### config.mk
export PLATFORM = sky130hd
export DESIGN_NAME = vcs_stepper
export DESIGN_NICKNAME = d
export VERILOG_FILES = /design/src/hdl/vcs_pkg.sv /design/src/hdl/vcs_id_filter.sv /design/src/hdl/vcs_stepper.sv
export SDC_FILE = /design/constraint.sdc
export NUM_CORES = 1
export LEC_CHECK = 0
export ABC_AREA = 1
export BUFFER_PORTS_ARGS = -buffer_cell sky130_fd_sc_hd__buf_2
export CAP_MARGIN = 20
export CORE_MARGIN = 4
export CORE_UTILIZATION = 28
export CTS_BUF_LIST = sky130_fd_sc_hd__clkbuf_2 sky130_fd_sc_hd__clkbuf_4 sky130_fd_sc_hd__clkbuf_8
export DETAILED_ROUTE_END_ITERATION = 8
export SYNTH_ARGS = -nofsm -noshare
export SYNTH_HDL_FRONTEND = slang
export SYNTH_SLANG_ARGS = --single-unit
### constraint.sdc
create_clock -name clk -period 4.7 [get_ports clk]
set_input_delay 0 -clock clk [delete_from_list [all_inputs] [get_ports clk]]
set_output_delay 0 -clock clk [all_outputs]
set_load 0.01 [all_outputs]
### src/hdl/vcs_pkg.sv
// Purpose: shared constants and types of the voltage code stepper
// Assumes: 100 MHz system clock
// Notes:   levels are expressed in units of 100 uV
package vcs_pkg;

  // ************************************************************
  // clocking and timing
  // ************************************************************
  localparam int CLK_PERIOD_PS = 10000;
  localparam int SAMPLE_PERIOD_PS = 62500; // 16 MHz sample clock
  localparam int SAMPLE_CYC = (SAMPLE_PERIOD_PS / CLK_PERIOD_PS) < 1 ? 1 :
                              (SAMPLE_PERIOD_PS / CLK_PERIOD_PS);
  localparam int STEP_PERIOD_NS = 4000; // one internal step cycle, 4 us
  localparam int STEP_CYC = (STEP_PERIOD_NS * 1000) / CLK_PERIOD_PS;
  localparam int HALF_CYC = STEP_CYC / 2;
  localparam int CNT_W = 9;

  // ************************************************************
  // code and level encoding
  // ************************************************************
  localparam int CODE_W = 6;
  localparam int LEVEL_W = 14;
  localparam logic [5:0] OFF_CODE = 6'h3F;
  localparam logic [5:0] CODE_RESET = 6'h00;
  localparam int BASE_LEVEL = 5250; // 0.525 V in 100 uV units
  localparam int STEP_LEVEL = 125; // 12.5 mV in 100 uV units

  // stepper states, one-hot
  typedef enum logic [2:0] {
    ST_IDLE = 3'h1,
    ST_WAIT = 3'h2,
    ST_PACE = 3'h4
  } vcs_state_t;

  // reference handed to the converter
  typedef struct packed {
    logic on;
    logic [5:0] code;
    logic [13:0] level;
  } vcs_ref_t;

endpackage

### src/hdl/vcs_id_filter.sv
// Purpose: synchronise the id pins and accept a code after three agreeing samples
// Assumes: pins are asynchronous to clk
// Notes:   one sample per SAMPLE_CYC clocks
`timescale 1ns/10ps
module vcs_id_filter #(
  parameter int W = 6,
  parameter int SAMPLE_CYC = vcs_pkg::SAMPLE_CYC
) (
  // clock and reset
  input wire logic clk,
  input wire logic nrst,
  // id pins
  input wire logic [W-1:0] idPins,
  // accepted code
  output logic [W-1:0] idCode,
  output logic idValid
);

  localparam int DW = $clog2(SAMPLE_CYC + 1);

  logic [W-1:0] sync1_q, sync2_q, smp0_q, smp1_q, smp2_q;
  logic [DW-1:0] divCnt_q;
  logic sampleEn_q;
  logic [1:0] nSmp_q;
  logic agree;

  // two-flop synchroniser; first flop feeds only the second
  always_ff @(posedge clk) begin
    if (!nrst) begin
      sync1_q <= '0;
      sync2_q <= '0;
    end else begin
      sync1_q <= idPins;
      sync2_q <= sync1_q;
    end
  end

  // divider making the sample enable, one pulse per SAMPLE_CYC (6) clocks, about 16.7 MHz at 100 MHz
  always_ff @(posedge clk) begin
    if (!nrst) begin
      divCnt_q <= '0;
      sampleEn_q <= 1'b0;
    end else if (divCnt_q == DW'(SAMPLE_CYC - 1)) begin
      divCnt_q <= '0;
      sampleEn_q <= 1'b1;
    end else begin
      divCnt_q <= divCnt_q + 1'b1;
      sampleEn_q <= 1'b0;
    end
  end

  // three-deep sample history; count guards against stale reset values
  always_ff @(posedge clk) begin
    if (!nrst) begin
      smp0_q <= '0;
      smp1_q <= '0;
      smp2_q <= '0;
      nSmp_q <= 2'h0;
    end else if (sampleEn_q) begin
      smp0_q <= sync2_q;
      smp1_q <= smp0_q;
      smp2_q <= smp1_q;
      if (nSmp_q != 2'h3) nSmp_q <= nSmp_q + 2'h1;
    end
  end

  // a glitch seen by only one or two samples never reaches the stepper
  assign agree = (nSmp_q == 2'h3) && (smp0_q == smp1_q) && (smp1_q == smp2_q);

  always_ff @(posedge clk) begin
    if (!nrst) begin
      idCode <= '0;
      idValid <= 1'b0;
    end else if (agree) begin
      idCode <= smp0_q;
      idValid <= 1'b1;
    end
  end
endmodule

### src/hdl/vcs_stepper.sv
// Purpose: step the converter reference code toward the requested id code
// Assumes: one 100 MHz clock; nrst is a synchronous reset, shutdown is the all-ones off code
// Notes:   level and code outputs lag the code register by one clock
`timescale 1ns/10ps
module vcs_stepper #(
  parameter int STEP_CYC = vcs_pkg::STEP_CYC,
  parameter int HALF_CYC = vcs_pkg::HALF_CYC
) (
  // clock and reset
  input wire logic clk,
  input wire logic nrst,
  // id pins from the processor, bit 0 is voltage_id_bit_lsb, bit 5 the msb
  input wire logic [5:0] voltageIdCode,
  // reference to the converter
  output vcs_pkg::vcs_ref_t referenceLevel
);

  // ************************************************************
  // input filter
  // ************************************************************
  logic [5:0] tgt;
  logic tgtValid;

  vcs_id_filter #(
    .W(vcs_pkg::CODE_W),
    .SAMPLE_CYC(vcs_pkg::SAMPLE_CYC)
  ) u_filter (
    .clk(clk),
    .nrst(nrst),
    .idPins(voltageIdCode),
    .idCode(tgt),
    .idValid(tgtValid)
  );

  // ************************************************************
  // request decode
  // ************************************************************
  vcs_pkg::vcs_state_t state_q, state_d;
  logic [5:0] refCode_q;
  logic [vcs_pkg::CNT_W-1:0] cnt_q;
  logic refOn_q, dirUp_q;
  logic offReq, initLoad, up, dn, flip, stepFire, codeWr;

  // all-ones is the no-load request
  assign offReq = tgtValid && (tgt == vcs_pkg::OFF_CODE);
  assign initLoad = tgtValid && !offReq && !refOn_q;
  assign up = tgt > refCode_q;
  assign dn = tgt < refCode_q;
  // reaching equality also counts as a flip: nothing left to do
  assign flip = dirUp_q ? !up : !dn;

  // ************************************************************
  // step state machine
  // ************************************************************
  // next state and step strobe
  always_comb begin
    state_d = state_q;
    stepFire = 1'b0;
    unique case (state_q)
      vcs_pkg::ST_IDLE: begin
        if (refOn_q && !offReq && (up || dn)) state_d = vcs_pkg::ST_WAIT;
      end
      vcs_pkg::ST_WAIT: begin
        if (offReq || flip) begin
          state_d = vcs_pkg::ST_IDLE;
        end else if (cnt_q == vcs_pkg::CNT_W'(HALF_CYC - 1)) begin
          stepFire = 1'b1;
          state_d = vcs_pkg::ST_PACE;
        end
      end
      vcs_pkg::ST_PACE: begin
        if (offReq || !(up || dn)) begin
          state_d = vcs_pkg::ST_IDLE;
        end else if (cnt_q == vcs_pkg::CNT_W'(STEP_CYC - 1)) begin
          stepFire = 1'b1;
        end
      end
      default: state_d = vcs_pkg::ST_IDLE;
    endcase
  end

  always_ff @(posedge clk) begin
    if (!nrst) state_q <= vcs_pkg::ST_IDLE;
    else state_q <= state_d;
  end

  // pacing counter restarts on every state change and every step
  always_ff @(posedge clk) begin
    if (!nrst) begin
      cnt_q <= '0;
    end else if (stepFire || (state_d != state_q)) begin
      cnt_q <= '0;
    end else if (state_q != vcs_pkg::ST_IDLE) begin
      cnt_q <= cnt_q + 1'b1;
    end
  end

  // direction latched when the wait starts, for the sign check
  always_ff @(posedge clk) begin
    if (!nrst) dirUp_q <= 1'b0;
    else if (state_q == vcs_pkg::ST_IDLE) dirUp_q <= up;
  end

  // ************************************************************
  // reference register
  // ************************************************************
  // enable tracks shutdown; the stored code survives shutdown
  always_ff @(posedge clk) begin
    if (!nrst) refOn_q <= 1'b0;
    else if (offReq) refOn_q <= 1'b0;
    else if (tgtValid) refOn_q <= 1'b1;
  end

  assign codeWr = stepFire || initLoad;

  // only a step or the wake-up load writes the code; wake-up loads it directly
  always_ff @(posedge clk) begin
    if (!nrst) begin
      refCode_q <= vcs_pkg::CODE_RESET;
    end else if (initLoad) begin
      refCode_q <= tgt;
    end else if (stepFire) begin
      refCode_q <= up ? refCode_q + 6'h01 : refCode_q - 6'h01;
    end
  end

  // level = 0.525 V + code * 12.5 mV, so the msb weighs 400 mV
  always_ff @(posedge clk) begin
    if (!nrst) begin
      referenceLevel <= '0;
    end else begin
      referenceLevel.on <= refOn_q;
      referenceLevel.code <= refCode_q;
      referenceLevel.level <= refOn_q ? vcs_pkg::LEVEL_W'(vcs_pkg::BASE_LEVEL +
        int'(refCode_q) * vcs_pkg::STEP_LEVEL) : '0;
    end
  end

  // ************************************************************
  // checks
  // ************************************************************
  // helper: cycles since the last step and cycles in the current state
  logic [10:0] sinceStep_q, dwell_q;

  always_ff @(posedge clk) begin
    if (!nrst) begin
      sinceStep_q <= 11'h7FF;
      dwell_q <= 11'h000;
    end else begin
      sinceStep_q <= stepFire ? 11'h000 : (sinceStep_q == 11'h7FF ? sinceStep_q :
                     sinceStep_q + 11'h001);
      dwell_q <= (state_d != state_q) ? 11'h000 : (dwell_q == 11'h7FF ? dwell_q :
                 dwell_q + 11'h001);
    end
  end
endmodule

# Word level (Yosys, flattened, before mapping)
# Cells that the tools add are included.
dict set report op_classes {
  eq_ne 13
  n_bitwise 1
  n_reduce_logical 22
  muxes 15
  addsub 6
  n_lt_le_gt_ge 2
  n_mul 1
}
# operator n
set op_table {}
lappend op_table {{$mux W6} 3}
lappend op_table {{$add A13 B13 Y14 const A} 1}
lappend op_table {{$mul A6 B7 Y13 const B} 1}
lappend op_table {{$eq A6 B6 Y1} 2}
lappend op_table {{$mux W3} 4}
lappend op_table {{$add A9 B1 Y9 const B} 1}
lappend op_table {{$eq A9 B8 Y1 const B} 1}
lappend op_table {{$eq A9 B9 Y1 const B} 1}
lappend op_table {{$pmux W3 S3} 1}
lappend op_table {{$logic_and A1 B1 Y1} 7}
lappend op_table {{$add A6 B1 Y6 const B} 1}
lappend op_table {{$eq A3 B3 Y1 const B} 2}
lappend op_table {{$eq A6 B6 Y1 const B} 1}
lappend op_table {{$gt A6 B6 Y1} 1}
lappend op_table {{$lt A6 B6 Y1} 1}
lappend op_table {{$mux W1} 6}
lappend op_table {{$reduce_or A2 Y1} 3}
lappend op_table {{$sub A6 B1 Y6 const B} 1}
lappend op_table {{$logic_not A1 Y1} 5}
lappend op_table {{$logic_or A1 B1 Y1} 4}
lappend op_table {{$reduce_and A2 Y1} 2}
lappend op_table {{$add A3 B1 Y3 const B} 1}
lappend op_table {{$eq A3 B1 Y1 const B} 1}
lappend op_table {{$eq A3 B2 Y1 const B} 1}
lappend op_table {{other kinds (8)} 8}
dict set report word_totals {
  out_inout_bits 21
  register_bits 84
  word_cells 78
  in_bits 8
}

# Longest topological paths before layout
dict set report logic_depth {
  depth_word 10
  ltp_mapped 21
  depth_no_buf 21
}

# Cells and area by module
# From an unflattened synthesis, not the netlist that was laid out.
dict set report unflattened {
  cells_unflattened 615
  area_unflattened_um2 4788.3
}
# module area_each_um2 cells_each instances
set modules_own_cells {}
lappend modules_own_cells {vcs_stepper 3046.7 371 1}
lappend modules_own_cells {vcs_id_filter 1741.7 244 1}

# Least setup slack after synthesis
# Ideal clock, no wire load.
dict set report synth_timing {
  path_kind {register -> register}
  start {reg refCode_q[1]}
  end {reg referenceLevel[12] (netlist name)}
  arrival_time_ns 3.569
  path_stages_with_launch 18
  slack_ns 1.016
  synth_period_minus_slack_ns 3.684
  path_cell_list {dfxtp_1 -> inv_1 -> fa_1 -> inv_1 -> fa_1 -> fa_1 -> ha_1 -> ha_1 -> a21oi_1 -> o21ai_1 -> nand2_1 -> nand2_1 -> a21oi_1 -> nor2_1 -> o21ai_1 -> nand3_1 -> nand2_1 -> nor2_1}
}
dict set report synth_via {
  elab_chain_cells 2
}
# element line_no
set synth_lines {}
lappend synth_lines {{start: declaration} vcs_stepper.sv:39} ;# logic [5:0] refCode_q;
lappend synth_lines {{start signal: assignment} vcs_stepper.sv:119} ;# refCode_q <= vcs_pkg::CODE_RESET;
lappend synth_lines {{start signal: assignment} vcs_stepper.sv:121} ;# refCode_q <= tgt;
lappend synth_lines {{start signal: assignment} vcs_stepper.sv:123} ;# refCode_q <= up ? refCode_q + 6'h01 : refCode_q - 6'h01;
lappend synth_lines {{$mul A6 B7 Y13} vcs_stepper.sv:135} ;# int'(refCode_q) * vcs_pkg::STEP_LEVEL) : '0;
lappend synth_lines {{$add A13 B13 Y14} vcs_stepper.sv:134} ;# referenceLevel.level <= refOn_q ? vcs_pkg::LEVEL_W'(vcs_pkg::BASE_LEVEL +
lappend synth_lines {{end: declaration} vcs_stepper.sv:15} ;# output vcs_pkg::vcs_ref_t referenceLevel
# Every way passes these cells.
# A chain may end at the register's enable or synchronous reset.

# Final worst setup path
# Ends and elaborated chain as after synthesis.

==> impl_metrics.py <==
metrics = {
    "global_routing": {
        "grt_max_degree": 53,
        "grtUsageTotal_pct": 9.94,
        "grt-ovfl-total": 0,
        "grt_pass1_wl_um": 15000,
        "grt_pass1_vias": 3294,
        "antenna_found_initial": 0,
    },
    "floorplan": {
        "die_y_um": 136,
        "core_area_sq_um": 15900,
        "die_w_um": 136,
        "row_count": 46,
        "pin_count": 29,
        "start_util_pct": 28.8,
        "dieArea_sq_um": 18500,
    },
    "synthesis": {
        "synth.ff_latch_count": 84,
        "synth.area.top_cells": "dfxtp_1, ha_1, inv_1",
        "yosysWarnings": 0,
        "syn_area_sq_um": 4580,
        "synth.top_cell.area_share_pct": 36.7,
        "avgSynthCellArea_sq_um": 8.07,
        "yosys.area.top_type": "dfxtp_1",
        "syn_nets": 639,
        "syn_inst": 568,
        "synth_cell_types": 41,
        "ys_seq_area_share_pct": 36.7,
    },
    "sta": {
        "setup_violations": 0,
        "slew_headroom_pct": 41.8,
        "period_share_pct": 84.0,
        "finalClockSkew_ps": 20.5,
        "slew_violations": 0,
        "rsz0062_at_grt": "no",
        "clock.fmax_mhz": 253,
        "worst_slack_ps": 751,
        "worst_slew_pin_slew_ps": 873,
        "finalHoldViolCount": 0,
        "tns_ps": 0,
        "period_needed_ps": 3950,
    },
    "clock_network": {
        "htreeDepth": 3,
        "cts_buffer_depth": 2,
        "hold_buffers": 6,
        "cts_root_buffer": "clkbuf_8",
        "numCtsBuffers": 9,
        "worstSkewPairLatency_ps": 380,
        "path_clk_slew_ps": 110,
        "cts_setup_buffers": 0,
        "clock-sinks": 84,
        "cts_tree": "done",
        "post_cts_resized": 0,
    },
    "cells_and_area": {
        "final_layout_size_suffix_gt1_share_pct": 14.2,
        "final_cell_mix": "inv_1, nand2_1, dfxtp_1, ha_1, a21oi_1",
        "multi_input_area_sq_um": 2460,
        "nets": 673,
        "area_delta_synth_final_pct": 13.6,
        "fill_cells": 1707,
        "layout_commonest_cell": "inv_1",
        "area.sequential_sq_um": 1680,
        "antenna_cells": 0,
    },
    "run_status": {
        "outcome": "finished clean",
    },
    "power_and_ir_drop": {
        "irDropWorstVdd_uv": 143,
        "power_density_nw_per_um2": 247,
        "finalPower_w": 0.00129,
        "leakage_nw": 2.46,
    },
    "detailed_routing": {
        "antenna_left": 0,
        "wirelength_um": 8430,
        "num_vias": 3480,
        "drtIter0Drc": 180,
        "wl_per_cell_um": 10.2,
        "routed_via_density": 4.23,
        "drtPass1Iterations": 4,
        "drc_errors": 0,
    },
    "hold_path": {
        "hold_class": "in -> reg",
    },
    "critical_path": {
        "cp-start-kind": "flip-flop",
        "critPathKind": "reg -> reg",
        "crit_fanout": 8,
        "critPathRequiredTime_ps": 4990,
        "end_kind": "flip-flop",
        "worstPathArrival_ps": 4230,
    },
    "place": {
        "dp_slack_ps": 777,
        "place_hpwl_um": 6240,
        "gp_congestion": 0.811,
        "portBuffers": 28,
    },
    "flow_run": {
        "maxCapViolations": 0,
    },
}
==> Yosys cell counts, drive strengths merged <==
cell type	count
xnor2	4
clkinv	3
mux2i	1
a21oi	49
or2	2
nor3b	1
o31ai	2
xor2	6
nand2	95
nor2	48
ha	49
o2111ai	1
fa	14
nand4	8
nand3	19
o211ai	2
o221a	1
buf	1
o21ai	47
dfxtp	84
o22ai	1
a21boi	1
nand3b	2
a31oi	1
and2	1
nor3	13
clkbuf	10
inv	102
==> cell type report <==
| class | instances | share of cell area [%] |
|---|---|---|
| timing repair buffer | 34 | 3.84 |
| sequential | 84 | 32.3 |
| tap | 216 | 5.19 |
| clock buffer | 9 | 2.38 |
| clock inverter | 7 | 1.42 |
| inverter | 105 | 7.61 |
| multi-input combinational | 368 | 47.3 |
==> critical path, stage by stage (launching register included) <==
cell and delay [ps]:
dfxtp_1 510, inv_1 170, fa_1 550, inv_1 50
fa_1 460, fa_1 490, ha_1 310, ha_1 360
a21oi_1 140, o21ai_1 110, nand2_1 70, nand2_1 40
a21oi_1 200, nor2_1 70, o21ai_1 150, nand3_1 80
nand2_1 60, nor2_1 40
==> metal layers <==
layer  vias up  track usage, %  part of all wire (%)
met1      1529            13.0                    51
met2        49            16.1                    44
li1       1894               -                     -
met3         8            2.96                   4.2
met5         -               0                     0
met4         0            2.63                  0.95
==> final timing paths <==
check,startpoint,endpoint,slack (ps),depth (start not counted)
worst max-delay path,refCode_q[1],referenceLevel[12],750,17
worst min-delay path,nrst,state_q[0],250,2
worst max register to register,refCode_q[1],referenceLevel[12],750,17
worst min register to register,u_filter.sync1_q[5],u_filter.sync2_q[5],420,2
==> kinds of logic (layout without fill, tap and decap cells) <==
family	count (synthesis)	after routing	share of synthesized area, %
AO/OA/AOI/OAI	105	105	12.4
XOR/XNOR	10	10	1.91
adder cells (fa/ha/maj)	63	63	19.5
buffers and inverters	116	155	9.58
flip-flops	84	84	36.7
multiplexers	1	1	0.218
AND/OR/NAND/NOR	189	189	19.7
==> metrics by stage <==
stage               utilization, %  std cells  instance area, sq um  hold slack, ps
finish                        32.7        823                  5210             246
global route                  32.7        823                  5210             267
CTS                           32.7        823                  5210             240
detailed placement            31.1        801                  4950             184
global placement              31.1        801                  4950             183
floorplan                        -        568                  4580            97.6
==> registers in the layout, summed over array words and instances, names as in the netlist, 2 cells and up <==
name / count
u_filter.sync1_q: 6
u_filter.smp1_q: 6
u_filter.nSmp_q: 2
referenceLevel: 21
refCode_q: 6
u_filter.smp0_q: 6
cnt_q: 9
u_filter.idCode: 6
u_filter.smp2_q: 6
u_filter.sync2_q: 6
state_q: 3
u_filter.divCnt_q: 3
==> report_power, final <==
part | total [W] | switching (W) | internal [W]
Sequential | 0.000726 | 0.00000473 | 0.000721
Combinational | 0.0000361 | 0.0000211 | 0.0000151
Clock | 0.000525 | 0.000314 | 0.000211
(Power assumes the default switching activity.)
